[config.mk]
export PLATFORM = sky130hd
export DESIGN_NAME = tmw_timer
export DESIGN_NICKNAME = d
export VERILOG_FILES = /design/src/tmw_pkg.sv /design/src/tmw_timer.sv
export SDC_FILE = /design/constraint.sdc
export NUM_CORES = 1
export LEC_CHECK = 0
export BUFFER_PORTS_ARGS = -buffer_cell sky130_fd_sc_hd__buf_2
export CAP_MARGIN = 40
export CORE_MARGIN = 8
export CORE_UTILIZATION = 50
export DETAILED_ROUTE_END_ITERATION = 6
export PLACE_DENSITY = 0.85
export RECOVER_POWER = 100
export SYNTH_ARGS = -nofsm -noshare
export SYNTH_HDL_FRONTEND = slang
export SYNTH_SLANG_ARGS = --single-unit
[constraint.sdc]
create_clock -name sys_clk_in -period 4.7 [get_ports sys_clk_in]
set_input_delay 0.47 -clock sys_clk_in [delete_from_list [all_inputs] [get_ports sys_clk_in]]
set_output_delay 0.47 -clock sys_clk_in [all_outputs]
set_load 0.01 [all_outputs]
[src/tmw_pkg.sv]
// Package: register map, field layout, reset values and modes of the 8-bit waveform timer
package tmw_pkg;

  // ==========================================================================
  // Register byte addresses (APB, one aligned word each)
  localparam logic [7:0] TMW_ADDR_CTRL   = 8'h00;
  localparam logic [7:0] TMW_ADDR_COUNT  = 8'h04;
  localparam logic [7:0] TMW_ADDR_CMP    = 8'h08;
  localparam logic [7:0] TMW_ADDR_STATUS = 8'h0c;

  // ==========================================================================
  // Control register fields
  localparam int TMW_CTRL_MODE_LSB  = 0;
  localparam int TMW_CTRL_ACT_LSB   = 2;
  localparam int TMW_CTRL_CLK_LSB   = 4;
  localparam int TMW_CTRL_FORCE_BIT = 7;

  // Status register fields (flag bits write one to clear)
  localparam int TMW_STAT_CMP_BIT = 0;
  localparam int TMW_STAT_OVF_BIT = 1;
  localparam int TMW_STAT_OUT_BIT = 2;
  localparam int TMW_STAT_DIR_BIT = 3;

  // ==========================================================================
  // Reset values and count limits
  localparam logic [7:0] TMW_COUNT_RST = 8'h00;
  localparam logic [7:0] TMW_CMP_RST   = 8'h00;
  localparam logic [7:0] TMW_BOTTOM    = 8'h00;
  localparam logic [7:0] TMW_MAX       = 8'hff;

  // Prescale limits, cycles of the 100 MHz clock per timer tick minus one
  localparam logic [9:0] TMW_DIV_8    = 10'd7;
  localparam logic [9:0] TMW_DIV_64   = 10'd63;
  localparam logic [9:0] TMW_DIV_256  = 10'd255;
  localparam logic [9:0] TMW_DIV_1024 = 10'd1023;

  // ==========================================================================
  // Modes and selections
  typedef enum logic [1:0] {
    TMW_MODE_NORMAL = 2'h0,
    TMW_MODE_PHASE  = 2'h1,
    TMW_MODE_CLEAR  = 2'h2,
    TMW_MODE_FAST   = 2'h3
  } tmw_mode_t;

  typedef enum logic [2:0] {
    TMW_CLK_STOP = 3'h0,
    TMW_CLK_DIV1 = 3'h1,
    TMW_CLK_DIV8 = 3'h2,
    TMW_CLK_D64  = 3'h3,
    TMW_CLK_D256 = 3'h4,
    TMW_CLK_D1K  = 3'h5
  } tmw_clk_t;

  // Counting direction, one-hot
  typedef enum logic [1:0] {
    TMW_DIR_UP   = 2'b01,
    TMW_DIR_DOWN = 2'b10
  } tmw_dir_t;

  // APB request and answer carriers
  typedef struct packed {
    logic        psel;
    logic        penable;
    logic        pwrite;
    logic [7:0]  paddr;
    logic [31:0] pwdata;
  } tmw_apb_req_t;

  typedef struct packed {
    logic        pready;
    logic        pslverr;
    logic [31:0] prdata;
  } tmw_apb_rsp_t;

endpackage

[src/tmw_timer.sv]
// 8-bit timer with clear-on-match, fast PWM and phase-correct PWM waveform modes
`timescale 1ns/10ps

// Summary of operation
// - Mode 2 counts up, clears at compare
// - Clear mode compare write is immediate
// - Clear mode action 1 toggles output
// - Clear mode raises compare flag at top
// - Clear mode overflow flag on max wrap
// - Mode 3 counts zero to max repeatedly
// - Fast mode clears after max tick
// - Fast: clear match set bottom, or inverted
// - Fast mode overflow flag at max
// - Fast period is 256 ticks
// - Fast extremes: spike at zero, constant max
// - Fast action 1 toggles, compare buffered
// - Mode 1 counts up then down
// - Phase mode holds max one tick
// - Phase: clear up match, set down
// - Phase mode overflow flag at bottom
// - Phase period is 510 ticks
// - Phase extremes: zero low, max high
// - At max output takes up-match result unless compare is max
// - Synchronous, tick enable, five prescales
// - Match sets flag at next tick
// - PWM compare writes buffered to top (max)
// - Count write blocks next tick's match
// - Non-PWM force strobe acts without flag or clear
module tmw_timer (
  // Clock and reset
  input  wire logic                  sys_clk_in,
  input  wire logic                  srst_in,
  // APB slave
  input  wire tmw_pkg::tmw_apb_req_t apb_req_in,
  output tmw_pkg::tmw_apb_rsp_t      apb_rsp_out,
  // Waveform pin
  output logic                       compare_output_out,
  output logic                       compare_output_oe_out,
  // Flags to the interrupt controller, and the timer tick enable
  output logic                       compare_match_flag_out,
  output logic                       overflow_flag_out,
  output logic                       timer_tick_out
);
  import tmw_pkg::*;

  // ==========================================================================
  // Registers
  tmw_mode_t  waveform_mode_select;
  logic [1:0] output_action_select;
  tmw_clk_t   clock_select;
  logic [7:0] count_value;
  logic [7:0] compare_value;
  logic [7:0] compare_buffer;
  logic       compare_match_flag;
  logic       overflow_flag;
  logic       waveform_output_level;
  tmw_dir_t   count_dir;
  logic       count_written;
  logic       timer_tick;
  logic [9:0] prescale_cnt;

  // ==========================================================================
  // APB decode
  logic wr_en;
  logic rd_en;
  logic hit;
  logic force_compare_strobe;
  logic wr_ctrl;
  logic wr_count;
  logic wr_cmp;
  logic wr_stat;

  assign wr_en   = apb_req_in.psel && apb_req_in.penable && apb_req_in.pwrite;
  assign rd_en   = apb_req_in.psel && apb_req_in.penable && !apb_req_in.pwrite;
  assign hit     = (apb_req_in.paddr == TMW_ADDR_CTRL) || (apb_req_in.paddr == TMW_ADDR_COUNT)
                || (apb_req_in.paddr == TMW_ADDR_CMP) || (apb_req_in.paddr == TMW_ADDR_STATUS);
  assign wr_ctrl  = wr_en && (apb_req_in.paddr == TMW_ADDR_CTRL);
  assign wr_count = wr_en && (apb_req_in.paddr == TMW_ADDR_COUNT);
  assign wr_cmp   = wr_en && (apb_req_in.paddr == TMW_ADDR_CMP);
  assign wr_stat  = wr_en && (apb_req_in.paddr == TMW_ADDR_STATUS);
  assign force_compare_strobe = wr_ctrl && apb_req_in.pwdata[TMW_CTRL_FORCE_BIT];

  logic is_pwm;
  assign is_pwm = (waveform_mode_select == TMW_MODE_PHASE)
               || (waveform_mode_select == TMW_MODE_FAST);

  // ==========================================================================
  // Prescaler: one-cycle tick enable
  logic [9:0] div_limit;
  always_comb begin
    case (clock_select)
      TMW_CLK_DIV8: div_limit = TMW_DIV_8;
      TMW_CLK_D64:  div_limit = TMW_DIV_64;
      TMW_CLK_D256: div_limit = TMW_DIV_256;
      TMW_CLK_D1K:  div_limit = TMW_DIV_1024;
      default:      div_limit = 10'h000;
    endcase
  end

  always_ff @(posedge sys_clk_in) begin
    if (srst_in || clock_select == TMW_CLK_STOP) begin
      prescale_cnt <= 10'h000;
      timer_tick   <= 1'b0;
    end else if (prescale_cnt >= div_limit) begin
      prescale_cnt <= 10'h000;
      timer_tick   <= 1'b1;
    end else begin
      prescale_cnt <= prescale_cnt + 10'h001;
      timer_tick   <= 1'b0;
    end
  end

  // ==========================================================================
  // Match detection
  logic raw_match;
  logic match;
  logic at_max;
  logic at_bottom;
  logic clr_top;
  assign raw_match = (count_value == compare_value);
  // A write to the counter masks the match for the next tick
  assign match     = raw_match && !count_written;
  assign at_max    = (count_value == TMW_MAX);
  assign at_bottom = (count_value == TMW_BOTTOM);
  // A blocked match must not clear the counter either
  assign clr_top   = (waveform_mode_select == TMW_MODE_CLEAR) && match;

  always_ff @(posedge sys_clk_in) begin
    if (srst_in) begin
      count_written <= 1'b0;
    end else if (wr_count) begin
      count_written <= 1'b1;
    end else if (timer_tick) begin
      count_written <= 1'b0;
    end
  end

  // ==========================================================================
  // Counter and direction
  always_ff @(posedge sys_clk_in) begin
    if (srst_in) begin
      count_value <= TMW_COUNT_RST;
      count_dir   <= TMW_DIR_UP;
    end else if (wr_count) begin
      count_value <= apb_req_in.pwdata[7:0];
    end else if (timer_tick) begin
      case (waveform_mode_select)
        TMW_MODE_CLEAR: begin
          // Top is the compare value; a lower value written late wraps via max
          count_value <= clr_top ? TMW_BOTTOM : count_value + 8'h01;
        end
        TMW_MODE_FAST: begin
          count_value <= at_max ? TMW_BOTTOM : count_value + 8'h01;
        end
        TMW_MODE_PHASE: begin
          case (count_dir)
            TMW_DIR_UP: begin
              if (at_max) begin
                count_dir   <= TMW_DIR_DOWN;
                count_value <= TMW_MAX - 8'h01;
              end else begin
                count_value <= count_value + 8'h01;
              end
            end
            TMW_DIR_DOWN: begin
              if (at_bottom) begin
                count_dir   <= TMW_DIR_UP;
                count_value <= TMW_BOTTOM + 8'h01;
              end else begin
                count_value <= count_value - 8'h01;
              end
            end
            default: count_dir <= TMW_DIR_UP;
          endcase
        end
        default: count_value <= count_value + 8'h01;
      endcase
    end
  end

  // ==========================================================================
  // Compare value and its double buffer
  always_ff @(posedge sys_clk_in) begin
    if (srst_in) begin
      compare_buffer <= TMW_CMP_RST;
    end else if (wr_cmp) begin
      compare_buffer <= apb_req_in.pwdata[7:0];
    end
  end

  always_ff @(posedge sys_clk_in) begin
    if (srst_in) begin
      compare_value <= TMW_CMP_RST;
    end else if (wr_cmp && !is_pwm) begin
      compare_value <= apb_req_in.pwdata[7:0];
    end else if (timer_tick && waveform_mode_select == TMW_MODE_FAST && at_max) begin
      compare_value <= compare_buffer;
    end else if (timer_tick && waveform_mode_select == TMW_MODE_PHASE && at_max
                 && count_dir == TMW_DIR_UP) begin
      compare_value <= compare_buffer;
    end
  end

  // ==========================================================================
  // Flags: hardware set wins over a write-one clear in the same cycle
  logic set_cmp;
  logic set_ovf;
  assign set_cmp = timer_tick && match;
  always_comb begin
    case (waveform_mode_select)
      TMW_MODE_PHASE: set_ovf = timer_tick && at_bottom && count_dir == TMW_DIR_DOWN;
      TMW_MODE_FAST:  set_ovf = timer_tick && at_max;
      default:        set_ovf = timer_tick && at_max;
    endcase
  end

  always_ff @(posedge sys_clk_in) begin
    if (srst_in) begin
      compare_match_flag <= 1'b0;
    end else if (set_cmp) begin
      compare_match_flag <= 1'b1;
    end else if (wr_stat && apb_req_in.pwdata[TMW_STAT_CMP_BIT]) begin
      compare_match_flag <= 1'b0;
    end
  end

  always_ff @(posedge sys_clk_in) begin
    if (srst_in) begin
      overflow_flag <= 1'b0;
    end else if (set_ovf) begin
      overflow_flag <= 1'b1;
    end else if (wr_stat && apb_req_in.pwdata[TMW_STAT_OVF_BIT]) begin
      overflow_flag <= 1'b0;
    end
  end

  // ==========================================================================
  // Waveform generator
  logic next_level;
  logic up_level;
  // Level after an up-counting match in phase mode; inverting selection sets it
  assign up_level = output_action_select[0];

  always_comb begin
    next_level = waveform_output_level;
    if (force_compare_strobe && !is_pwm) begin
      // Forced match uses the action bits being written now
      case (apb_req_in.pwdata[TMW_CTRL_ACT_LSB +: 2])
        2'h1:    next_level = !waveform_output_level;
        2'h2:    next_level = 1'b0;
        2'h3:    next_level = 1'b1;
        default: next_level = waveform_output_level;
      endcase
    end else if (timer_tick) begin
      case (waveform_mode_select)
        TMW_MODE_FAST: begin
          if (output_action_select == 2'h1) begin
            if (match) next_level = !waveform_output_level;
          end else if (output_action_select[1]) begin
            // At max the match is ignored and bottom sets the level for the whole period
            if (at_max) next_level = !output_action_select[0];
            else if (match) next_level = output_action_select[0];
          end
        end
        TMW_MODE_PHASE: begin
          if (output_action_select[1]) begin
            if (count_dir == TMW_DIR_UP && at_max) begin
              // Symmetry fix: max shows the up-count result, inverted when compare is max
              next_level = (compare_value == TMW_MAX) ? !up_level : up_level;
            end else if (match && count_dir == TMW_DIR_UP) begin
              next_level = up_level;
            end else if (match && count_dir == TMW_DIR_DOWN) begin
              // A zero compare sits on the bottom turn, where both slopes meet
              next_level = (compare_value == TMW_BOTTOM) ? up_level : !up_level;
            end
          end
        end
        default: begin
          if (match) begin
            case (output_action_select)
              2'h1:    next_level = !waveform_output_level;
              2'h2:    next_level = 1'b0;
              2'h3:    next_level = 1'b1;
              default: next_level = waveform_output_level;
            endcase
          end
        end
      endcase
    end
  end

  always_ff @(posedge sys_clk_in) begin
    if (srst_in) begin
      waveform_output_level <= 1'b0;
    end else begin
      waveform_output_level <= next_level;
    end
  end

  // ==========================================================================
  // Control register
  always_ff @(posedge sys_clk_in) begin
    if (srst_in) begin
      waveform_mode_select <= TMW_MODE_NORMAL;
      output_action_select <= 2'h0;
      clock_select         <= TMW_CLK_STOP;
    end else if (wr_ctrl) begin
      waveform_mode_select <= tmw_mode_t'(apb_req_in.pwdata[TMW_CTRL_MODE_LSB +: 2]);
      output_action_select <= apb_req_in.pwdata[TMW_CTRL_ACT_LSB +: 2];
      clock_select         <= tmw_clk_t'(apb_req_in.pwdata[TMW_CTRL_CLK_LSB +: 3]);
    end
  end

  // ==========================================================================
  // Read data, captured in the setup cycle so it stands at the access edge;
  // a value that moves in the access cycle is read one cycle old
  logic [31:0] next_rdata;
  logic [31:0] rdata_q;
  always_comb begin
    next_rdata = 32'h0000_0000;
    case (apb_req_in.paddr)
      TMW_ADDR_CTRL: begin
        next_rdata[TMW_CTRL_MODE_LSB +: 2] = waveform_mode_select;
        next_rdata[TMW_CTRL_ACT_LSB +: 2]  = output_action_select;
        next_rdata[TMW_CTRL_CLK_LSB +: 3]  = clock_select;
      end
      TMW_ADDR_COUNT:  next_rdata[7:0] = count_value;
      TMW_ADDR_CMP:    next_rdata[7:0] = is_pwm ? compare_buffer : compare_value;
      TMW_ADDR_STATUS: begin
        next_rdata[TMW_STAT_CMP_BIT] = compare_match_flag;
        next_rdata[TMW_STAT_OVF_BIT] = overflow_flag;
        next_rdata[TMW_STAT_OUT_BIT] = waveform_output_level;
        next_rdata[TMW_STAT_DIR_BIT] = (count_dir == TMW_DIR_DOWN);
      end
      default: next_rdata = 32'h0000_0000;
    endcase
  end

  always_ff @(posedge sys_clk_in) begin
    if (srst_in) begin
      rdata_q <= 32'h0000_0000;
    end else if (apb_req_in.psel && !apb_req_in.penable && !apb_req_in.pwrite) begin
      rdata_q <= next_rdata;
    end
  end

  // Zero wait states; unmapped addresses answer with an error
  assign apb_rsp_out = '{pready:  1'b1,
                         pslverr: rd_en && !hit || wr_en && !hit,
                         prdata:  rdata_q};

  // ==========================================================================
  // Outputs; the port direction bit stays with software outside
  assign compare_output_out     = waveform_output_level;
  assign compare_output_oe_out  = (output_action_select != 2'h0);
  assign compare_match_flag_out = compare_match_flag;
  assign overflow_flag_out      = overflow_flag;
  assign timer_tick_out         = timer_tick;

endmodule

* Word-level counts from Yosys, hierarchy flattened *
Index checks and enable logic that the tools add are counted.

storage, ports and cells
  register bits after elaboration = 56
  latch bits = 0
  RAM bits = 0
  memory bits (read-only) = 0
  input port bits = 45
  word-level logic and storage cells = 152
  memories = 0

cells by class
  add/sub/neg operators = 3
  multiply operators = 0
  divide/modulo/power cells = 0
  order comparisons = 1
  eq/ne operators = 30
  shifts and indexed selects = 0
  mux-type cells = 44
  bitwise operators = 1
  reduce and logical (&&, ||, !) cells = 59

operator list
  kind                                                                     count
  8-bit two-way mux                                                        10
  10-bit one-hot mux with 4 select lines                                   1
  1-bit logical AND                                                        30
  8-bit logical NOT                                                        3
  8-bit one-hot mux with 3 select lines                                    1
  1-bit two-way mux                                                        22
  8-bit by 4-bit == test with 1-bit output, second input constant          2
  8-bit == test, second input constant                                     2
  4-bit one-hot mux with 4 select lines                                    1
  8-bit one-hot mux with 2 select lines                                    1
  2-bit == test, second input constant                                     7
  10-bit by 1-bit adder with 10-bit output, second input constant          1
  10-bit >= comparator                                                     1
  2-bit nonzero test                                                       5
  3-bit one-hot mux with 3 select lines                                    1
  9-bit AND reduction                                                      1
  8-bit by 1-bit adder with 8-bit output, second input constant            1
  2-bit by 1-bit == test with 1-bit output, second input constant          4
  8-bit by 3-bit == test with 1-bit output, second input constant          1
  8-bit == test                                                            1
  4-bit by 2-bit inequality test with 1-bit output, second input constant  2
  8-bit by 1-bit subtractor with 8-bit output, second input constant       1
  1-bit logical NOT                                                        7
  3-bit by 2-bit == test with 1-bit output, second input constant          2
  other kinds (20)                                                         30

* Longest topological paths before layout *
  word-level depth = 10
  mapped depth = 10

* Worst setup path before layout *
OpenSTA, ideal clock, no wires.

  path type = reg2reg
  from = reg clock_select[2]
  to = reg timer_tick (netlist: timer_tick_out)
  data arrival time = 2.153 ns
  data required time = 4.585 ns
  slack = 2.433 ns
  stages on the path, launching flop included = 10
  clock period less this slack = 2.267 ns
  cell sequence = dfxtp_1 > nor2b_1 > nor2_1 > ha_1 > a21o_1 > a21o_1 > a211o_1 > a211oi_1 > nor3_1 > o21a_1

on the way
  cells in the longest elaborated chain, start to end = 4

ends and longest elaborated chain
  item                                                                              line              RTL
  start, declared                                                                   tmw_timer.sv:50   tmw_clk_t clock_select;
  start signal, assigned                                                            tmw_timer.sv:310  clock_select <= tmw_clk_t'(apb_req_in.pwdata[TMW_CTRL_CLK_LSB +: 3]);
  3-bit == test / 3-bit by 2-bit == test with 1-bit output (equally long branches)  tmw_timer.sv:91   case (clock_select)
  10-bit one-hot mux with 4 select lines                                            tmw_timer.sv:91
  10-bit >= comparator                                                              tmw_timer.sv:104  end else if (prescale_cnt >= div_limit) begin
  1-bit two-way mux                                                                 tmw_timer.sv:104
  end signal, assigned                                                              tmw_timer.sv:103  timer_tick <= 1'b0;
  end signal, assigned                                                              tmw_timer.sv:106  timer_tick <= 1'b1;
  end signal, assigned                                                              tmw_timer.sv:109  timer_tick <= 1'b0;
  end, declared                                                                     tmw_timer.sv:59   logic timer_tick;

Several ways; a longest one is shown, not always the timed one.
A chain may end at the register's enable or synchronous reset.

* Worst setup path after layout *
  from = reg count_value[2]
  to = reg count_value[7]

on the way
  cells in the longest elaborated chain, start to end = 7

ends and longest elaborated chain
  item                                                                                                 line              RTL
  start, declared                                                                                      tmw_timer.sv:51   logic [7:0] count_value;
  start signal, assigned                                                                               tmw_timer.sv:145  count_value <= apb_req_in.pwdata[7:0];
  start signal, assigned                                                                               tmw_timer.sv:150  count_value <= clr_top ? TMW_BOTTOM : count_value + 8'h01;
  start signal, assigned                                                                               tmw_timer.sv:153  count_value <= at_max ? TMW_BOTTOM : count_value + 8'h01;
  parallel branches: the longest is 4 deep, another holds 8-bit by 1-bit subtractor with 8-bit output  n/a
  8-bit one-hot mux with 3 select lines *                                                              tmw_timer.sv:147  case (waveform_mode_select)
  8-bit two-way mux *                                                                                  tmw_timer.sv:146  end else if (timer_tick) begin
  8-bit two-way mux *                                                                                  tmw_timer.sv:144  end else if (wr_count) begin

Every way passes the cells marked *. The select of a mux whose other input is x is not followed.

==> results.py <==
metrics = {
    "run_status": {
        "status": "finished, final reports clean",
    },
    "pwr": {
        "switching_share_pct": 25.8,
        "power.switching_uw": 207,
        "comb_power_share_pct": 6.0,
        "ir_worst_vdd_v": 0.000130,
        "p_int_uw": 593,
        "leakage_uw": 0.00154,
        "clkPwrFrac_pct": 34.7,
        "pwr-share-seq_pct": 59.4,
        "power_density_mw_per_mm2": 201,
    },
    "routing": {
        "drtPass1Iterations": 5,
        "routedWlPerCell_um": 17.0,
        "drt_wl_total_um": 9790,
        "post-route-drc-count": 0,
        "vias_per_cell": 5.80,
        "dr.first_iter.drc_count": 220,
        "route.vias.total": 3344,
        "detail-route-antenna-nets": 0,
    },
    "cells_and_area": {
        "final_cells": 577,
        "nNetsFinal": 536,
        "mostFrequentLayoutCells": "79 x nor2_1, 56 x dfxtp_1, 32 x mux2i_1",
        "num_antenna_cells": 0,
        "layout_commonest_cell": "nor2_1",
        "syn2layout_area_growth_pct": 0.634,
        "fin_area_mm2": 0.00397,
        "final_layout_size_suffix_gt1_share_pct": 10.3,
    },
    "clocking": {
        "clkSlewWorstSetupHoldPaths_ps": 110,
        "clk_path_buf_depth": 2,
        "cts-root-buf": "clkbuf_8",
        "postCtsSetupBuffers": 0,
        "cts_tree": "built",
        "h-tree-depth": 2,
        "cts_hold_buf": 0,
        "cts-resized-gates": 0,
        "cts_made_buffers": 5,
        "cts.sinks": 56,
        "clk_latency_ps": 330,
    },
    "placed_design": {
        "dp_slack_ps": 2150,
        "dpl.hpwl_um": 7290,
        "place.gp.congestion": 0.911,
        "dpl-instance-area_mm2": 0.00400,
        "portBuffers": 34,
        "place_inst": 569,
    },
    "synthesis": {
        "synth-async-reset-ratio_pct": 0,
        "synth_cells": 460,
        "synth_area_mm2": 0.00395,
        "synth_edf_count": 0,
        "syn_avg_cell_area_um2": 8.58,
        "synth_warnings": 0,
        "ys_types": 69,
        "ys_seq_elements": 56,
        "yosysSeqAreaShare_pct": 28.4,
        "synthFlopType": "dfxtp_1",
    },
    "timing": {
        "worst_slack_ps": 1600,
        "max_freq_ghz": 0.323,
        "fin_tns_setup_ps": 0,
        "worst_pin_slew_ps": 1200,
        "relSlewSlack_pct": 19.0,
        "grt_setup_unrepaired": "false",
        "timing.final.crit_share_pct": 65.9,
        "timing.final.hold_violations": 0,
        "finClkSkew_ps": 16.8,
        "slew_violations": 0,
        "setup_viol": 0,
        "period_minus_slack_ps": 3100,
    },
    "floorplan": {
        "coreArea_mm2": 0.00769,
        "io_pins": 84,
        "fp.dieW_um": 105,
        "initial_utilization_pct": 51.3,
        "dieArea_mm2": 0.0110,
        "num_rows": 32,
        "die_y_um": 105,
    },
    "setup_path": {
        "start_kind": "flop",
        "cp_top_family": "simple AND/OR/NAND/NOR gates",
        "worst-setup-path-type": "flop to flop",
        "cp_data_arrival_time_ps": 3270,
        "cp_cell_sequence": "xnor2_2, nand4_1, nor4_1, a31oi_1, a211oi_1, a2111oi_0",
        "endpoint": "count_value[7]$_SDFFE_PP0P_",
        "rr_worst_depth": 6,
        "crit_buf_inv": 0,
        "cpMaxStageDelayCell": "nor4_1",
        "cpPeakStageDelay_ps": 990,
        "critical_path.max_fanout": 11,
        "rr_endpoint": "count_value[7]$_SDFFE_PP0P_",
        "end_kind": "flop",
        "cp_num_cells": 6,
        "worstPathRequired_ps": 4880,
        "regToRegStartpoint": "count_value[2]$_SDFFE_PP0P_",
        "regToRegSetupSlack_ps": 1600,
        "critPathLaunch": "count_value[2]$_SDFFE_PP0P_",
    },
    "global_route": {
        "grt_max_degree": 47,
        "grt_first_pass_wirelength_um": 16300,
        "overflow": 0,
        "first_global_vias": 3297,
        "antenna_found_initial": 0,
        "grt_use_total_pct": 17.9,
    },
    "hold_path": {
        "hold_class": "primary input to flop",
    },
    "flow_run": {
        "maxCapViolCount": 0,
    },
}
-- metrics by stage --
step                utilization, %  power [µW]  hold WS (ps)
CTS                           53.2         804           444
global placement              52.0         533           457
floorplan                        -         530           437
global route                  51.7         832           450
finish                        51.7         800           454
detailed placement            52.0         534           467
-- layer usage --
metal	GRT usage [%]	vias to the layer above	part of all wire, %
met5	0	-	0
met4	6.42	0	2.6
met3	4.79	21	6.2
met2	30.8	97	51
met1	20.8	1619	40
li1	-	1607	-
-- area by class of cell --
cell class | count | area [µm²]
Clock inverter | 3 | 21.3
Timing Repair Buffer | 36 | 160
Inverter | 14 | 52.6
Clock buffer | 5 | 68.8
Multi-Input combinational cell | 361 | 2420
Tap cell | 102 | 128
Sequential cell | 56 | 1120
Fill cell | 745 | 3720
-- power groups by stage --
stage               clock network, µW  registers, µW  logic, µW
floorplan                           0            485       44.3
global placement                    0            486       47.1
detailed placement                  0            486       48.0
CTS                               281            475       48.2
global route                      305            475       52.0
finish                            277            475       47.7
-- worst min path at each step --
stage / from / end / slack (ps) / cells after the start
after global placement: prescale_cnt[0]$_SDFF_PP0_ / prescale_cnt[0]$_SDFF_PP0_ / 460 / 1
after floorplan: prescale_cnt[0]$_SDFF_PP0_ / prescale_cnt[0]$_SDFF_PP0_ / 440 / 1
after detailed placement: prescale_cnt[0]$_SDFF_PP0_ / prescale_cnt[0]$_SDFF_PP0_ / 470 / 1
after global routing: apb_req_in[5] / clock_select[1]$_SDFFE_PP0N_ / 450 / 3
final: apb_req_in[5] / clock_select[1]$_SDFFE_PP0N_ / 450 / 3
after CTS: apb_req_in[5] / clock_select[1]$_SDFFE_PP0N_ / 440 / 3
-- cell usage after synthesis (2+ instances only) --
cell type	count	area, µm²
mux4_2	2	45.0
buf_2	5	25.0
nor2_1	79	297
nand2_2	2	12.5
clkbuf_1	13	48.8
mux2i_1	32	320
xnor2_1	16	140
ha_1	17	213
nand3_1	11	55.1
dfxtp_1	56	1120
a21oi_1	8	40.0
mux2_2	3	33.8
o22ai_1	4	25.0
a21boi_0	2	15.0
a211oi_2	8	100
nor3_1	7	35.0
buf_4	27	203
nor2b_1	3	18.8
a21o_1	4	30.0
inv_1	13	48.8
conb_1	2	7.51
buf_6	6	67.6
nor4_4	3	63.8
a22oi_1	10	75.1
nand2b_1	4	25.0
o31ai_1	4	30.0
nor4_1	2	12.5
and3_1	3	18.8
nand2_1	28	105
o31ai_2	2	25.0
a311oi_1	7	61.3
nand4_1	8	50.1
xor2_1	11	96.3
o21ai_0	20	100
a211oi_1	2	15.0
o211ai_1	3	22.5
-- registers in the layout (all words and copies together) (netlist names), 2 cells and up --
register	flops
compare_value	8
output_action_select	2
count_dir	2
rdata_q	8
waveform_mode_select	2
prescale_cnt	10
clock_select	3
count_value	8
compare_buffer	8
-- logic make-up after synthesis --
family	Yosys count	share of synthesized area, %
buffers and inverters	66	10.1
XOR/XNOR	28	6.40
AND/OR/NAND/NOR	163	20.7
adder cells (fa/ha/maj)	17	5.39
flip-flops	56	28.4
AO/OA/AOI/OAI	90	17.9
multiplexers	38	10.8
other	2	0.190
-- worst min-delay path, stage by stage --
cell     delay [ps]
buf_2           130
mux2i_1          70
nor2_1           80
Power figures use the tool's default switching activity.
